File: config.mk
export PLATFORM = sky130hd
export DESIGN_NAME = rcim_top
export DESIGN_NICKNAME = d
export VERILOG_FILES = /design/src/inc/rcim_pkg.sv /design/src/rcim_top.sv /design/src/rcim_sync.sv /design/src/rcim_pend_flag.sv
export VERILOG_INCLUDE_DIRS = /design/src /design/src/inc
export SDC_FILE = /design/constraint.sdc
export NUM_CORES = 1
export LEC_CHECK = 0
export BUFFER_PORTS_ARGS = -buffer_cell sky130_fd_sc_hd__buf_2
export CAP_MARGIN = 10
export CELL_PAD_IN_SITES_DETAIL_PLACEMENT = 0
export CELL_PAD_IN_SITES_GLOBAL_PLACEMENT = 2
export CORE_AREA = 2 2 99 101
export DETAILED_ROUTE_END_ITERATION = 8
export DIE_AREA = 0 0 101 103
export GPL_ROUTABILITY_DRIVEN = 0
export PLACE_DENSITY_LB_ADDON = 0.3
export SLEW_MARGIN = 5
export SYNTH_ARGS = -nofsm -noshare
export SYNTH_HDL_FRONTEND = slang
export SYNTH_HIERARCHICAL = 1
export SYNTH_SLANG_ARGS = --single-unit
File: constraint.sdc
create_clock -name i_clk -period 1.9 [get_ports i_clk]
set_input_delay 0.095 -clock i_clk [delete_from_list [all_inputs] [get_ports i_clk]]
set_output_delay 0.095 -clock i_clk [all_outputs]
set_load 0.03 [all_outputs]
File: src/inc/rcim_regs.svh
// register offsets, field positions, reset values and constant words of the irq block
`ifndef RCIM_REGS_SVH
`define RCIM_REGS_SVH

// byte addresses on the register port
`define RCIM_CTL_OFS         32'h4000_0000
`define RCIM_CAP_OFS         32'h4000_0008
`define RCIM_MASK_OFS        32'h4000_000C
`define RCIM_STAT_OFS        32'h4000_0010
`define RCIM_RAW_OFS         32'h4000_0014
`define RCIM_ACK_OFS         32'h4000_0018

// number of interrupt sources and their positions
`define RCIM_NUM_SRC         10
`define RCIM_SRC_SOFT        9
`define RCIM_SRC_TICK        0

// capability word fields
`define RCIM_CAP_AW_HI       29
`define RCIM_CAP_AW_LO       24
`define RCIM_CAP_AW_VAL      6'h10
`define RCIM_CAP_ID_HI       22
`define RCIM_CAP_ID_LO       16
`define RCIM_CAP_MHZ_HI      13
`define RCIM_CAP_MHZ_LO      8
`define RCIM_CAP_MHZ_RST     6'h00
`define RCIM_CAP_FLAGS_HI    6
`define RCIM_CAP_FLAGS_LO    0
// bits 6..0: no decrypt unit, standalone, level irq, wlan, diag, ccm, 32-bit bus
`define RCIM_CAP_FLAGS_VAL   7'h1F

// mask word
`define RCIM_MASK_EVT_BIT    15
`define RCIM_MASK_RST        16'h811F
`define RCIM_MASK_WMASK      16'h83FF

// control word: software interrupt force bit
`define RCIM_CTL_FORCE_BIT   28

`define RCIM_RDATA_ZERO      32'h0000_0000
`endif

File: src/inc/rcim_pkg.sv
// types shared by the irq mask/status block
package rcim_pkg;

  // one register port request, sampled on the rising clock edge
  typedef struct packed {
    logic        rd;
    logic        wr;
    logic [31:0] addr;
    logic [31:0] wdata;
  } rcim_bus_req_type;

  // one bit per interrupt source
  typedef logic [9:0] rcim_irq_vec_type;

  // hardware event sources, bit 9 (software) excluded
  typedef logic [8:0] rcim_hw_evt_type;

endpackage

File: src/rcim_top.sv
// interrupt mask, raw and masked status, acknowledge and capability word of the radio core
`timescale 1ns/1ps
`include "rcim_regs.svh"

// How it works
// - capability bits 29:24 read the address width value 0x10
// - capability bits 13:8 read core MHz from strap, zero after reset
// - capability bit 4 reads 1; pending flags stay high until acknowledged
// - capability bits 3..0 read 1: wlan, diag port, ccm engine, 32-bit bus
// - capability bits 5 and 6 read 0: standalone, no decrypt unit
// - mask bit 15 lets the tick interrupt set during events; resets to 1
// - mask bits 9..0 each gate their own source onto status and irq
// - mask resets with bits 15,8,4..0 set; bits 14:10 read 0
// - sources 9..5: software, event/prefetch abort, fine, gross timer, fault
// - sources 4..0: cipher done, event end, wake, packet rx, tick
// - status bit is raw pending and mask; read only, zero at reset
// - status bit 0 is the 625 us base time tick
// - status bit 3 is end of advertising, scanning or connection event
// - status bit 4 is end of an encrypt or decrypt operation
// - status bit 2 is leaving sleep mode
// - writing 1 to an acknowledge bit clears raw and masked; reads 0
// - raw status word shows pending state regardless of mask
// - writing 1 to control bit 28 raises the software interrupt
module rcim_top #(
  // arbitrary value, not tied to any real radio interface
  parameter logic [6:0] RADIO_IF_ID = 7'h05
) (
  input  wire logic                      i_clk,
  input  wire logic                      i_nrst,
  input  wire logic                      i_ce,
  input  wire rcim_pkg::rcim_bus_req_type i_bus,
  input  wire rcim_pkg::rcim_hw_evt_type  i_hw_evt,
  input  wire logic                      i_in_event,
  input  wire logic [5:0]                i_core_mhz,
  output logic [31:0]                    o_rdata,
  output logic                           o_irq
);
  import rcim_pkg::*;

  rcim_irq_vec_type raw_q;
  rcim_irq_vec_type set_vec;
  rcim_irq_vec_type clr_vec;
  rcim_irq_vec_type stat_vec;
  logic [15:0]      mask_q;
  logic [15:0]      mask_d;
  logic [5:0]       mhz_sync;
  logic [5:0]       mhz_q;
  logic [31:0]      rdata_q;
  logic [31:0]      rdata_d;
  logic             irq_q;
  logic             irq_d;

  // ---------------- address decode ----------------
  wire sel_ctl  = (i_bus.addr == `RCIM_CTL_OFS);
  wire sel_cap  = (i_bus.addr == `RCIM_CAP_OFS);
  wire sel_mask = (i_bus.addr == `RCIM_MASK_OFS);
  wire sel_stat = (i_bus.addr == `RCIM_STAT_OFS);
  wire sel_raw  = (i_bus.addr == `RCIM_RAW_OFS);
  wire sel_ack  = (i_bus.addr == `RCIM_ACK_OFS);

  wire wr_ctl   = i_bus.wr & sel_ctl;
  wire wr_mask  = i_bus.wr & sel_mask;
  wire wr_ack   = i_bus.wr & sel_ack;

  // ---------------- strap for the frequency field ----------------
  // the strap is a pin level, so it is synchronised before use
  rcim_sync #(
    .WIDTH (6)
  ) u_mhz_sync (
    .i_clk  (i_clk),
    .i_nrst (i_nrst),
    .i_ce   (i_ce),
    .i_d    (i_core_mhz),
    .o_q    (mhz_sync)
  );

  always_ff @(posedge i_clk or negedge i_nrst)
  begin
    if (!i_nrst)
      mhz_q <= `RCIM_CAP_MHZ_RST;
    else if (i_ce)
      mhz_q <= mhz_sync;
  end

  // ---------------- mask register ----------------
  // only bits 15 and 9..0 take write data; 14:10 stay zero
  assign mask_d = wr_mask ? (i_bus.wdata[15:0] & `RCIM_MASK_WMASK) : mask_q;

  always_ff @(posedge i_clk or negedge i_nrst)
  begin
    if (!i_nrst)
      mask_q <= `RCIM_MASK_RST;
    else if (i_ce)
      mask_q <= mask_d;
  end

  // ---------------- pending flags ----------------
  // tick may be blocked while the core runs an event
  wire tick_allowed = ~i_in_event | mask_q[`RCIM_MASK_EVT_BIT];
  wire soft_force   = wr_ctl & i_bus.wdata[`RCIM_CTL_FORCE_BIT];

  // positions: 9 soft, 8 abort, 7 fine, 6 gross, 5 fault,
  // 4 cipher, 3 event end, 2 wake, 1 rx, 0 tick
  assign set_vec = {soft_force,
                    i_hw_evt[8:1],
                    i_hw_evt[0] & tick_allowed};

  assign clr_vec = wr_ack ? i_bus.wdata[9:0] : '0;

  genvar gi;
  generate
    for (gi = 0; gi < `RCIM_NUM_SRC; gi++)
    begin : g_flag
      // level style: stays set until acknowledged
      rcim_pend_flag u_flag (
        .i_clk  (i_clk),
        .i_nrst (i_nrst),
        .i_ce   (i_ce),
        .i_set  (set_vec[gi]),
        .i_clr  (clr_vec[gi]),
        .o_q    (raw_q[gi])
      );
    end
  endgenerate

  // masked status is derived, so an acknowledge clears it with the raw flag
  assign stat_vec = raw_q & mask_q[9:0];

  // ---------------- interrupt output ----------------
  // one cycle behind the status word, as the output must come from a flop
  assign irq_d = |stat_vec;

  always_ff @(posedge i_clk or negedge i_nrst)
  begin
    if (!i_nrst)
      irq_q <= 1'b0;
    else if (i_ce)
      irq_q <= irq_d;
  end

  // ---------------- read path ----------------
  wire [31:0] cap_word = {2'b00,
                          `RCIM_CAP_AW_VAL,
                          1'b0,
                          RADIO_IF_ID,
                          2'b00,
                          mhz_q,
                          1'b0,
                          `RCIM_CAP_FLAGS_VAL};

  wire [31:0] mask_word = {16'h0000, mask_q};
  wire [31:0] stat_word = {22'h00_0000, stat_vec};
  wire [31:0] raw_word  = {22'h00_0000, raw_q};

  // control and acknowledge bits are write-only pulses and read zero
  assign rdata_d = !i_bus.rd ? `RCIM_RDATA_ZERO :
                   sel_cap   ? cap_word :
                   sel_mask  ? mask_word :
                   sel_stat  ? stat_word :
                   sel_raw   ? raw_word :
                   `RCIM_RDATA_ZERO;

  always_ff @(posedge i_clk or negedge i_nrst)
  begin
    if (!i_nrst)
      rdata_q <= `RCIM_RDATA_ZERO;
    else if (i_ce)
      rdata_q <= rdata_d;
  end

  assign o_rdata = rdata_q;
  assign o_irq   = irq_q;

  // ---------------- assertions ----------------
  AST_CAP_CONST: assert property (
    @(posedge i_clk) disable iff (!i_nrst)
    (i_ce && i_bus.rd && sel_cap)
    |=> (o_rdata[31:24] == 8'h10) && (o_rdata[23] == 1'b0)
  ) else $error("address width field of capability word is wrong");

  AST_CAP_FLAGS: assert property (
    @(posedge i_clk) disable iff (!i_nrst)
    (i_ce && i_bus.rd && sel_cap)
    |=> (o_rdata[7:0] == 8'h1F) && (o_rdata[15:14] == 2'b00)
  ) else $error("capability flag bits are wrong");

  AST_CAP_MHZ: assert property (
    @(posedge i_clk) disable iff (!i_nrst)
    (i_ce && i_bus.rd && sel_cap)
    |=> (o_rdata[13:8] == $past(mhz_q))
  ) else $error("frequency field does not follow the strap");

  AST_MASK_READBACK: assert property (
    @(posedge i_clk) disable iff (!i_nrst)
    (i_ce && wr_mask) ##1 (i_ce && i_bus.rd && sel_mask)
    |=> (o_rdata == ({16'h0000, $past(i_bus.wdata[15:0], 2)} & 32'h0000_83FF))
  ) else $error("mask readback differs from written value");

  AST_STAT_GATED: assert property (
    @(posedge i_clk) disable iff (!i_nrst)
    (i_ce && i_bus.rd && sel_stat)
    |=> (o_rdata == {22'h00_0000, $past(raw_q) & $past(mask_q[9:0])})
  ) else $error("status read is not raw and mask");

  AST_ACK_CLEARS: assert property (
    @(posedge i_clk) disable iff (!i_nrst)
    (i_ce && wr_ack && (i_bus.wdata[9:0] == 10'h3FF) && (i_hw_evt == 9'h000))
    |=> (raw_q == 10'h000) ##1 (!$past(i_ce) || (o_irq == 1'b0) || (raw_q != 10'h000))
  ) else $error("acknowledge left a pending flag set");

  AST_SET_BEATS_ACK: assert property (
    @(posedge i_clk) disable iff (!i_nrst)
    (i_ce && i_hw_evt[1] && wr_ack && i_bus.wdata[1])
    |=> raw_q[1]
  ) else $error("event lost in acknowledge cycle");

  AST_LEVEL_HOLD: assert property (
    @(posedge i_clk) disable iff (!i_nrst)
    (i_ce && raw_q[5] && !(wr_ack && i_bus.wdata[5]))
    |=> raw_q[5]
  ) else $error("pending flag dropped without acknowledge");

  AST_SOFT_FORCE: assert property (
    @(posedge i_clk) disable iff (!i_nrst)
    (i_ce && soft_force && mask_q[9] && !wr_mask)
    |=> raw_q[9] ##1 (!$past(i_ce) || o_irq)
  ) else $error("software force did not raise the interrupt");

  AST_TICK_BLOCK: assert property (
    @(posedge i_clk) disable iff (!i_nrst)
    (i_ce && i_in_event && !mask_q[15] && !raw_q[0])
    |=> !raw_q[0]
  ) else $error("tick set during an event while blocked");

  AST_IRQ_FOLLOWS: assert property (
    @(posedge i_clk) disable iff (!i_nrst)
    i_ce |=> (o_irq == $past(|(raw_q & mask_q[9:0])))
  ) else $error("irq output does not follow masked status");

  AST_RO_IGNORED: assert property (
    @(posedge i_clk) disable iff (!i_nrst)
    (i_ce && i_bus.wr && (sel_stat || sel_cap || sel_raw))
    |=> $stable(mask_q)
  ) else $error("write to read only word changed the mask");

  AST_RDATA_IDLE: assert property (
    @(posedge i_clk) disable iff (!i_nrst)
    (i_ce && !i_bus.rd) |=> (o_rdata == 32'h0000_0000)
  ) else $error("read data not zero outside a read answer");

  AST_CAP_LEVEL: assert property (
    @(posedge i_clk) disable iff (!i_nrst)
    (i_ce && i_bus.rd && sel_cap)
    |=> (o_rdata[4] == 1'b1)
  ) else $error("level interrupt flag of capability word is not set");

  AST_CAP_STANDALONE: assert property (
    @(posedge i_clk) disable iff (!i_nrst)
    (i_ce && i_bus.rd && sel_cap)
    |=> (o_rdata[6:5] == 2'b00)
  ) else $error("standalone or decrypt flag of capability word is set");

  AST_MASK_RSVD: assert property (
    @(posedge i_clk) disable iff (!i_nrst)
    (i_ce && i_bus.rd && sel_mask)
    |=> (o_rdata[31:16] == 16'h0000) && (o_rdata[14:10] == 5'h00)
  ) else $error("reserved mask bits do not read zero");

  AST_MASK_GATES: assert property (
    @(posedge i_clk) disable iff (!i_nrst)
    (i_ce && i_bus.rd && sel_stat && (mask_q[9:0] == 10'h000))
    |=> (o_rdata == 32'h0000_0000)
  ) else $error("status shows a source whose mask bit is clear");

  AST_RAW_READ: assert property (
    @(posedge i_clk) disable iff (!i_nrst)
    (i_ce && i_bus.rd && sel_raw)
    |=> (o_rdata == {22'h00_0000, $past(raw_q)})
  ) else $error("raw status read does not show the pending flags");

  AST_EVT_SETS: assert property (
    @(posedge i_clk) disable iff (!i_nrst)
    (i_ce && (i_hw_evt[8:1] != 8'h00))
    |=> ((raw_q[8:1] & $past(i_hw_evt[8:1])) == $past(i_hw_evt[8:1]))
  ) else $error("hardware event did not set its pending flag");

  AST_TICK_SETS: assert property (
    @(posedge i_clk) disable iff (!i_nrst)
    (i_ce && i_hw_evt[0] && (!i_in_event || mask_q[15]))
    |=> raw_q[0]
  ) else $error("allowed tick did not set its pending flag");

  AST_WO_READ_ZERO: assert property (
    @(posedge i_clk) disable iff (!i_nrst)
    (i_ce && i_bus.rd && (sel_ctl || sel_ack))
    |=> (o_rdata == 32'h0000_0000)
  ) else $error("write only word does not read zero");

  AST_UNLISTED_ZERO: assert property (
    @(posedge i_clk) disable iff (!i_nrst)
    (i_ce && i_bus.rd && (sel_stat || sel_raw))
    |=> (o_rdata[31:10] == 22'h00_0000)
  ) else $error("unlisted status bits do not read zero");

  AST_ACK_ONE: assert property (
    @(posedge i_clk) disable iff (!i_nrst)
    (i_ce && wr_ack && i_bus.wdata[2] && !i_hw_evt[2])
    |=> !raw_q[2]
  ) else $error("acknowledge of the wake flag did not clear it");
endmodule

File: src/rcim_sync.sv
// two-flop synchroniser for a static strap vector
`timescale 1ns/1ps
module rcim_sync #(
  parameter int WIDTH = 6
) (
  input  wire logic             i_clk,
  input  wire logic             i_nrst,
  input  wire logic             i_ce,
  input  wire logic [WIDTH-1:0] i_d,
  output logic      [WIDTH-1:0] o_q
);
  logic [WIDTH-1:0] meta_q;
  logic [WIDTH-1:0] sync_q;

  // the first stage feeds only the second stage
  always_ff @(posedge i_clk or negedge i_nrst)
  begin
    if (!i_nrst)
    begin
      meta_q <= '0;
      sync_q <= '0;
    end
    else if (i_ce)
    begin
      meta_q <= i_d;
      sync_q <= meta_q;
    end
  end

  assign o_q = sync_q;
endmodule

File: src/rcim_pend_flag.sv
// one sticky pending flag: set wins over clear
`timescale 1ns/1ps
module rcim_pend_flag (
  input  wire logic i_clk,
  input  wire logic i_nrst,
  input  wire logic i_ce,
  input  wire logic i_set,
  input  wire logic i_clr,
  output logic      o_q
);
  logic flag_q;
  logic flag_d;

  // an event landing in the acknowledge cycle must not be lost
  assign flag_d = i_set | (flag_q & ~i_clr);

  always_ff @(posedge i_clk or negedge i_nrst)
  begin
    if (!i_nrst)
      flag_q <= 1'b0;
    else if (i_ce)
      flag_q <= flag_d;
  end

  assign o_q = flag_q;
endmodule

## After elaboration in Yosys (flattened, before gate mapping)

Index checks and enable logic that the tools add are counted.

| word-level totals | value |
|---|---|
| bits in registers | 72 |
| output and inout bits | 33 |

| cells by class | value |
|---|---|
| mux-type cells | 6 |
| bitwise gates (word level) | 38 |
| equal/unequal tests | 6 |
| reductions and logical operators | 2 |

Operator list:

| kind | number |
|---|---|
| equality test 32 x 31 -> 1 bit (second input constant) | 6 |
| two-way mux 29 bit | 2 |
| two-way mux 10 bit | 3 |
| two-way mux 16 bit | 1 |
| bitwise AND 1 bit | 15 |
| inverter 1 bit | 11 |
| OR 1 bit | 11 |
| bitwise AND 10 bit | 1 |
| OR reduction 10 bit | 1 |
| AND reduction 2 bit | 1 |

## Logic depth before layout (Yosys ltp)

Gate-level depths: netlist (run 1).

| depth | value |
|---|---|
| depth after elaboration | 6 |
| mapped depth | 7 |
| gate-level depth less buffers | 6 |

## By module

Netlist (run 1), hierarchy kept.

Modules (own cells, without submodules):

| module | times used | cells each | area each (um^2) |
|---|---|---|---|
| rcim_top | 1 | 181 | 2,077.0 |
| rcim_sync | 1 | 25 | 484.2 |
| rcim_pend_flag | 10 | 3 | 37.5 |

## Least setup slack after synthesis (run 1)

Ideal clock, no wire load.

| timing path | value |
|---|---|
| path kind | input-to-reg |
| start point | in i_bus[45] in the netlist's numbering |
| end point | reg mask_q[5] |
| buffers on the path | 1 |
| data arrival time | 1.393 ns |
| data required time | 1.772 ns |
| stages | 5 |
| path slack | 0.379 ns |
| cell sequence | nor4_1 -> nand2_1 -> nor4_4 -> buf_4 -> mux2_1 |

| on the way | value |
|---|---|
| word-level cells in the longest chain between the ends | 3 |

RTL lines:

| element | RTL line | text |
|---|---|---|
| start: declaration | rcim_top.sv:31 | `input wire rcim_pkg::rcim_bus_req_type i_bus,` |
| equality test 32 x 31 -> 1 bit (no line) | -- |  |
| bitwise AND 1 bit | rcim_top.sv:62 | `wire wr_mask = i_bus.wr & sel_mask;` |
| AND reduction 2 bit (no line) | -- |  |
| end signal: assignment | rcim_top.sv:92 | `` mask_q <= `RCIM_MASK_RST; `` |
| end signal: assignment | rcim_top.sv:94 | `mask_q <= mask_d;` |
| end: declaration | rcim_top.sv:44 | `logic [15:0] mask_q;` |

No other way between the ends.
A chain may end at the register's enable or synchronous reset.

## Final worst setup path (run 1)

| timing path | value |
|---|---|
| start point | in i_bus[45] in the netlist's numbering |
| end point | reg g_flag[1].u_flag.flag_q |

| on the way | value |
|---|---|
| word-level cells in the longest chain between the ends | 6 |

RTL lines:

| element | RTL line | text |
|---|---|---|
| equality test 32 x 31 -> 1 bit (no line) | -- |  |
| bitwise AND 1 bit | rcim_top.sv:63 | `wire wr_ack = i_bus.wr & sel_ack;` |
| two-way mux 10 bit | rcim_top.sv:108 | `assign clr_vec = wr_ack ? i_bus.wdata[9:0] : '0;` |
| named net clr_vec[1] | rcim_top.sv:42 | `rcim_irq_vec_type clr_vec;` |
| inverter 1 bit | rcim_pend_flag.sv:15 | `assign flag_d = i_set \| (flag_q & ~i_clr);` |
| bitwise AND 1 bit | rcim_pend_flag.sv:15 |  |
| OR 1 bit | rcim_pend_flag.sv:15 |  |
| end signal: assignment | rcim_pend_flag.sv:22 | `flag_q <= flag_d;` |
| end: declaration | rcim_pend_flag.sv:11 | `logic flag_q;` |

The timed path passes the listed nets, and every way through them passes these cells.

==> flow_summary.toml, run 1 <==
[timing]
post-route-min-period_ns = 1.437
fmax_mhz = 695.7
whs_ns = 0.009931
rsz0062_at_grt = "no"
final_hold_viol_count = 0
setup_tns_ns = 0
skew_ns = 0.003885
finalSetupViolCount = 0
period_share_pct = 75.65
drv_slew = 0

[worst_setup_path]
slowest_stage = "nor4_4"
cp.required_ns = 2.11
reg2reg_from = "g_flag[8].u_flag/o_q"
worstPathBufferInverterCount = 2
r2r_slack_ns = 0.61
crit_chain = "buf_2, nor4_1, nand2_1, nor4_4, buf_4, and2_1, nand2_1, a22o_1"
crit_arrival_ns = 1.64
critPathLaunchType = "input port"
reg2reg_depth = 3
critical_path_class = "in -> reg"
end_kind = "flop"
timing.rr.end = "o_rdata[8]"
crit_family = "simple AND/OR/NAND/NOR gates"
crit_path_frequent_cell = "nand2_1"
critPathMaxFanout = 10
critPathMaxStageDelay_ns = 0.31

[power_and_ir_drop]
clkPwrFrac_pct = 33.3
pwr-share-seq_pct = 52.8
p_comb_share_pct = 13.9
p_leak_nw = 1.794
internal_power_mw = 1.811
cellPowerDensity_nw_per_um2 = 666.5
swShare_pct = 25.28
p_switching_uw = 612.6
peakVddDrop_mv = 0.3149
power_mw = 2.423

[min_path]
hold_end = "u_mhz_sync/meta_q[3]"
min_from = "i_core_mhz[3]"
hold_class = "in -> reg"
holdPathStages = 2

[logic_synthesis]
muxShareOfSynthArea_pct = 12.40
synth_top_family_by_area = "compound AO/OA/AOI/OAI gates"
synth.yosys.seq_area_share_pct = 48.02
ys.flop_type = "dfrtp_1"
synth_cells = 236
synth-seq-cells = 56
synth_edf_count = 0
synth_warnings = 6
synth_fa_ha_area_share_pct = 0
synth-compound-area-share_pct = 17.30
avgSynthCellArea_sq_um = 12.44
synth-simple-area-share_pct = 15.98
async_flop_share_pct = 100.0
netlist_area_sq_um = 2937
synth_xor_area_share_pct = 0
ys_types = 37

[floorplan]
start_util_pct = 31.04
rows = 36
die_h_um = 103
core_area_sq_um = 9459
die_w_um = 101
dieArea_sq_um = 10400
pin_count = 118

[clock_tree]
clk_latency_ns = 0.31
cts.htree.levels = 2
clkTransAtPathRegs_ns = 0.10
cts_resized = 0
clock-sinks = 56
clock-root-buffer = "clkbuf_8"
cts_tree = "built"
cts_buffers = 5
clockBufferDepth = 2

[drt]
drtIter0Drc = 61
detail_route.wl_per_cell_um = 15.16
viasPerCell = 4.975
wl_met1_um = 3052
met3_length_um = 374
first_pass_iters = 4
ant_nets = 0
dr_total_vias = 2209
drc = 0
drt-total-wl_um = 6732
maxUsedRoutingLayer = "met4"
dr_wl_met2_um = 3243

[final_layout]
final_common_cell = "buf_2"
finalInstanceArea_sq_um = 3636
diodes = 0
mostFrequentLayoutCells = "buf_2, dfrtp_1, nand2_1, a22o_1, conb_1"
area_growth_pct = 23.82
finalNonFillerCells = 444
drive_gt1_share_pct = 44.24
fillers = 948
fin_nets = 414

[placed_design]
dp_cells = 432
postPlaceCellArea_sq_um = 3481
io_buffers = 83
hpwl_um = 5020

[global_route]
grt_overflow = 0
grt_pass1_vias = 2099
antenna_found_initial = 0
track_usage_pct = 13.12
grt_pass1_wl_um = 10630
grt_max_degree = 37

[flow_run]
max-cap-violations = 0

[outcome]
status = "completed"
## worst max-delay path by stage
stage	from	end	slack, ns	cells after the start
after detailed placement	i_bus[39]	mask_q[9]	0.12	7
after global routing	i_bus[45]	g_flag[9].u_flag/o_q	0.32	8
after CTS	i_bus[45]	g_flag[1].u_flag/o_q	0.45	8
after global placement	i_bus[39]	mask_q[7]	0.15	7
final	i_bus[45]	g_flag[1].u_flag/o_q	0.46	8
after floorplan	i_bus[45]	mask_q[5]	0.38	5
## what timing repair did
item	in CTS	in global routing
endpoints found under the hold margin	23	0
setup buffers	0	0
hold buffers	4	0
## metrics by stage
step	util [%]	setup WS, ns
5_1_grt	38.44	0.3211
3_3_place_gp	36.80	0.1471
3_5_place_dp	36.80	0.1156
4_1_cts	38.44	0.4472
6_report	38.44	0.4627
2_1_floorplan	-	0.3793
## cell families after synthesis
family | count (synthesis)
AOI/OAI and AO/OA | 59
buffers and inverters | 28
DFF | 56
muxes | 29
other | 1
and+or+nand+nor | 63
## flip-flops by register name, summed over array words and instances (netlist names)
name               count
g_flag.u_flag/o_q     10
o_irq                  1
o_rdata               16
u_mhz_sync/meta_q      6
u_mhz_sync/o_q         6
mhz_q                  6
mask_q                11
## layer usage
layer	track usage (%)	vias to the layer above
li1	-	1051
met3	2.373	4
met5	0	-
met4	3.430	0
met2	22.82	76
met1	16.93	1078
## power groups by stage
stage | logic [mW] | clock network, mW | registers [mW]
4_1_cts | 0.343 | 0.831 | 1.28
3_5_place_dp | 0.335 | 0 | 1.30
3_3_place_gp | 0.330 | 0 | 1.30
6_report | 0.337 | 0.806 | 1.28
5_1_grt | 0.371 | 0.875 | 1.29
2_1_floorplan | 0.206 | 0 | 1.30
## layout make-up
| cell class | instances | area [sq um] | share of cell area (%) |
|---|---|---|---|
| clock buffers | 5 | 68.82 | 1.893 |
| clock inverters | 3 | 46.29 | 1.273 |
| flip-flops and latches | 56 | 1410 | 38.78 |
| well taps | 114 | 142.6 | 3.923 |
| multi-input cells | 165 | 1394 | 38.33 |
| inverters | 3 | 11.26 | 0.3097 |
| repair buffers | 98 | 563.0 | 15.49 |
## synth_stat cells (5+ instances only)
library cell   n  share of area (%)
nor2b_1        9                1.9
mux2_1        10                3.8
o221ai_1       5                1.5
and2_1        11                2.3
a31o_2         6                1.8
a21o_1        10                2.6
nor4_4         5                3.6
a32o_1         8                2.7
a22o_1        18                5.4
mux2_2         9                3.5
dfstp_2        7                6.3
buf_4         17                4.3
a22oi_1        6                1.5
dfrtp_1       49                 42
mux2_4        10                5.1
nand2_1       18                2.3
## worst register-to-register path, delay by kind of cell, from the launching register on
kind	cells	cell delay [ns]
AOI/OAI and AO/OA	3	0.75
DFF	1	0.44
Note: power is estimated with default switching activity, not from simulation.
==> inputs of run 2 (changes only) <==
Settings changed: ABC_AREA from default to 1, CORE_AREA 2 2 99 101 to 2 2 114 116, DIE_AREA 0 0 101 103 to 0 0 116 118.
Clock period 1.9 ns to 1.35 ns, I/O delays scaled along.
==> run 2 against run 1 <==
  * Worst hold slack worse by 0.0051 ns
  * Combinational power is 28% higher
  * Die area is 32% higher
  * Synthesized cell count is 86% higher
  * Sequential cell count stayed put
  * Power is 47% higher
  * Critical path depth is 4 higher
  * Largest cell class is now multi-input gates
  * Largest power group unchanged
==> flow_summary.toml, run 2 <==
[power_and_ir_drop]
power_mw = 3.552
p_leak_nw = 2.303
cellPowerDensity_nw_per_um2 = 844.2
peakVddDrop_mv = 0.5834

[timing]
rsz0062_at_grt = "no"
drv_slew = 0
post-route-min-period_ns = 1.175
whs_ns = 0.004874
period_share_pct = 87.06
fmax_mhz = 850.8
fin_ws_ns = 0.1747
final_hold_viol_count = 0
finalSetupViolCount = 0
setup_tns_ns = 0
skew_ns = 0.006502

[floorplan]
die_w_um = 116
core_area_sq_um = 12410
die_h_um = 118
rows = 41
dieArea_sq_um = 13690
pin_count = 118
start_util_pct = 25.61

[final_layout]
finalInstanceArea_sq_um = 4208
drive_gt1_share_pct = 27.70
final_common_cell = "nand2_1"
mostFrequentLayoutCells = "nand2_1, buf_2, dfrtp_1"
finalCoreUtilization_pct = 33.89
fillers = 1405
finalNonFillerCells = 728
fin_nets = 640
area_growth_pct = 32.35
largest_register_ffs = 16
diodes = 0

[global_route]
grt_max_degree = 57
grt_pass1_wl_um = 13260
grt_overflow = 0
grt_pass1_vias = 2836
top_usage_layer = "met2"
use_met1_pct = 15.75
track_usage_pct = 12.25
use_met3_pct = 1.957
antenna_found_initial = 0
grt_util_met2_pct = 20.87

[drt]
first_pass_iters = 4
drt-total-wl_um = 8075
viasPerCell = 4.041
drc = 0
detail_route.wl_per_cell_um = 11.09
ant_nets = 0
dr_total_vias = 2942
drtIter0Drc = 68

[logic_synthesis]
ys_types = 30
synth_top_cell_by_area = "dfrtp_1"
ys.flop_type = "dfrtp_1"
synth.yosys.seq_area_share_pct = 44.35
synth_top_area_share_pct = 38.57
yosys-top-cells-count = "nand2_1, dfrtp_1, nor2_1"
async_flop_share_pct = 100.0
synth_area_leaders = "dfrtp_1, nand2_1, dfstp_2, nor2_1, inv_1"
synth_most_common_cell = "nand2_1"
synth-seq-cells = 56
netlist_area_sq_um = 3179
synth_cells = 438
synth_edf_count = 0
avgSynthCellArea_sq_um = 7.259
synth_warnings = 6

[worst_setup_path]
cp.required_ns = 1.59
slowest_stage = "nor3_1"
critPathLaunchType = "input port"
critPathMaxFanout = 4
crit_arrival_ns = 1.41
end_kind = "flop"
crit_chain = "buf_2, nor2_1, nand2_1, nor2_1, nand2_2, buf_4, nor3_1, buf_4, nand2_1, nand3_1, nand2_1, nand2_1"
critPathMaxStageDelay_ns = 0.20
crit_path_frequent_cell = "nand2_1"
critical_path_class = "in -> reg"

[placed_design]
place_ws_ns = -0.1610
postPlaceCellArea_sq_um = 3881
hpwl_um = 6358
dp_cells = 704
io_buffers = 83

[clock_tree]
cts_buffers = 5
clock-sinks = 56
clkTransAtPathRegs_ns = 0.07
clockBufferDepth = 2
cts_tree = "built"
postCtsSetupBuffers = 0
clock-root-buffer = "clkbuf_16"
cts.htree.levels = 2
clk_latency_ns = 0.30

[min_path]
hold_class = "in -> reg"

[flow_run]
max-cap-violations = 0

[outcome]
status = "completed"
-- run 2: cell count changes in the layout (fill, tap and decap cells not counted), moves of 11 or more --
| cell | previous run | this run |
|---|---|---|
| nand2_1 | 18 | 186 |
| and2_1 | 11 | 0 |
| o21ai_2 | 0 | 11 |
| nand3_1 | 2 | 26 |
| inv_1 | 3 | 36 |
| a22o_1 | 18 | 0 |
| dlygate4sd3_1 | 4 | 16 |
| nor2_1 | 4 | 48 |
-- run 2: cell families after synthesis --
| logic type | count (synthesis) | share of synthesized area, % |
|---|---|---|
| and+or+nand+nor | 293 | 39.94 |
| buffers and inverters | 64 | 10.31 |
| DFF | 56 | 44.35 |
| AOI/OAI and AO/OA | 24 | 5.273 |
| other | 1 | 0.1180 |
-- run 2: final timing paths --
kind / start / end / slack [ns] / cells after the start
hold / removal: i_bus[4] / mask_q[4] / 0.005 / 3
setup / recovery: i_bus[59] / o_rdata[6] / 0.17 / 12
min in group asynchronous: i_nrst / g_flag[5].u_flag/o_q / 0.29 / 3
max in group asynchronous: i_nrst / mask_q[0] / 0.76 / 3
hold reg to reg: mhz_q[0] / mhz_q[0] / 0.47 / 2
setup reg to reg: g_flag[1].u_flag/o_q / o_irq / 0.27 / 4
-- run 2: repair_timing --
item	in CTS	in global routing
hold endpoints to repair	64	0
hold buffers	16	0
resized for setup	0	2
endpoints found under the setup margin	0	11
-- run 2: layer usage --
metal,vias up,wire length (um)
met1,1319,3762
li1,1550,-
met4,0,123
met5,-,0
met2,67,3833
met3,6,354
-- run 2: final cells by class --
cell class	count	area (sq um)	area share (%)
clock buffer	5	125.1	2.974
timing repair buffer	120	770.7	18.32
inverter	41	155.1	3.687
multi-input combinational	331	1503	35.71
clock inverter	3	28.78	0.6839
sequential	56	1410	33.51
tap	172	215.2	5.114
-- run 2: critical path, delay by kind of cell --
kind | cells | cell delay [ns]
buf+inv | 3 | 0.47
simple gates | 9 | 0.89
-- run 2: power breakdown --
part / switching, mW / internal [mW] / leakage (nW)
logic: 0.261 / 0.169 / 1.54
clock network: 0.644 / 0.716 / 0.0767
registers: 0.0265 / 1.74 / 0.682
total: 0.931 / 2.62 / 2.30
==> inputs of run 3 (changes only) <==
Settings changed: ABC_AREA 1 to default, CORE_AREA 2 2 114 116 to 2 2 102 104, DIE_AREA 0 0 116 118 to 0 0 104 106.
==> run 3 against run 2 <==
  * Register-to-register slack lost 0.21 ns
  * Sequential share of layout area increased by 1.2 points
  * Via count shrank 21%
  * Clock skew grew 0.0043 ns
==> flow_summary.toml, run 3 (synthesized netlist as in run 1, its figures left out) <==
[worst_setup_path]
critPathMaxFanout = 5
cp.required_ns = 1.59
critical_path_class = "in -> reg"
reg2reg_depth = 3
slowest_stage = "or4b_4"
crit_arrival_ns = 1.56
crit_chain = "buf_2, nor4b_4, nand4_4, buf_6, or4b_4, a22oi_2"
critPathMaxStageDelay_ns = 0.57
critPathLaunchType = "input port"
end_kind = "flop"

[global_route]
grt_pass1_vias = 2400
antenna_found_initial = 0
grt_overflow = 0
track_usage_pct = 13.99
grt_max_degree = 30
grt_pass1_wl_um = 12330

[timing]
rsz0062_at_grt = "yes"
fmax_mhz = 756.0
final_hold_viol_count = 0
setup_tns_ns = 0
drv_slew = 0
period_share_pct = 97.98
skew_ns = 0.01075
post-route-min-period_ns = 1.323
finalSetupViolCount = 0

[clock_tree]
clock-sinks = 56
clk_latency_ns = 0.31
cts.htree.levels = 2
clkTransAtPathRegs_ns = 0.11
clock-root-buffer = "clkbuf_8"
clockBufferDepth = 2
cts_tree = "built"
cts_buffers = 5

[drt]
drtIter0Drc = 89
viasPerCell = 4.671
drt-total-wl_um = 7299
detail_route.wl_per_cell_um = 14.66
drc = 0
ant_nets = 0
dr_total_vias = 2326
first_pass_iters = 4

[placed_design]
io_buffers = 83
hpwl_um = 5523

[floorplan]
die_h_um = 106
die_w_um = 104
dieArea_sq_um = 11020
core_area_sq_um = 10000
pin_count = 118
start_util_pct = 29.37
rows = 37

[final_layout]
fin_nets = 446
final_common_cell = "buf_2"
largest_register_ffs = 16
drive_gt1_share_pct = 48.90
finalCoreUtilization_pct = 40.59
mostFrequentLayoutCells = "buf_2, dfrtp_1, dlygate4sd3_1"
area_growth_pct = 38.22
diodes = 0

[min_path]
hold_class = "in -> reg"
holdPathStages = 2

[outcome]
status = "completed"

[power_and_ir_drop]
peakVddDrop_mv = 0.3585
p_leak_nw = 1.946
cellPowerDensity_nw_per_um2 = 821.6

[flow_run]
max-cap-violations = 0
## run 3: changes by cell type in the layout (fill, tap and decap cells not counted), sizes merged, moves of 10 or more
cell   previous run  this run
inv              41         4
nor2             53         4
o21ai            22         0
and2              0        11
a22o              0        18
mux2              0        29
a21o              0        10
nand3            28         2
nand2           198        18
## run 3: where the power goes
group          switching [mW]  total [mW]  internal [mW]
logic                   0.270       0.564          0.294
clock network           0.588       0.967          0.379
registers              0.0440        1.80           1.76
## run 3: area by class of cell
type,count,area [sq um]
flip-flops and latches,56,1410
clock inverters,3,26.28
clock buffers,5,68.82
repair buffers,130,892.1
well taps,136,170.2
fillers,1038,5941
multi-input cells,165,1480
inverters,3,11.26
## run 3: worst max-delay path, delay by kind of cell
kind	cells	cell delay [ns]
AO/OA/AOI/OAI	1	0.14
buffers and inverters	2	0.28
AND/OR/NAND/NOR	3	1.07
## run 3: path summary, 6_finish.rpt
check | startpoint | end | slack, ns
setup / recovery | i_bus[59] | o_rdata[3] | 0.03
hold / removal | i_hw_evt[8] | g_flag[8].u_flag/o_q | 0.01
setup reg to reg | g_flag[9].u_flag/o_q | o_rdata[9] | 0.06
hold reg to reg | o_rdata[15] | o_rdata[15] | 0.50
max in group asynchronous | i_nrst | mask_q[2] | 0.70
min in group asynchronous | i_nrst | g_flag[4].u_flag/o_q | 0.14
## run 3: per-stage QoR
stage / hold slack [ns] / instance area [sq um] / setup WS, ns / power [mW] / instances
global placement: -0.05252 / 3627 / -0.3262 / 2.331 / 465
detailed placement: -0.05350 / 3627 / -0.3525 / 2.338 / 465
global route: 0.005125 / 4059 / -0.02092 / 3.500 / 498
floorplan: -0.2281 / 3013 / -0.08461 / 2.116 / 249
finish: 0.01057 / 4059 / 0.02722 / 3.335 / 498
CTS: 0.004919 / 3974 / 0.00009981 / 3.372 / 498
## run 3: repair_timing
item	in CTS	in global routing
pin swaps	3	11
endpoints found under the hold margin	74	0
hold buffers	24	0
setup endpoints to repair	5	27
setup buffers	1	0
resized for setup	1	19
## run 3: metal layers
metal / part of all wire [%] / routed length (um) / vias up / global-route usage [%]
met5: 0 / 0 / - / 0
met3: 4.7 / 343 / 2 / 2.391
li1: - / - / 1111 / -
met1: 46 / 3381 / 1140 / 18.35
met4: 0.69 / 50 / 0 / 3.475
met2: 48 / 3524 / 73 / 24.06
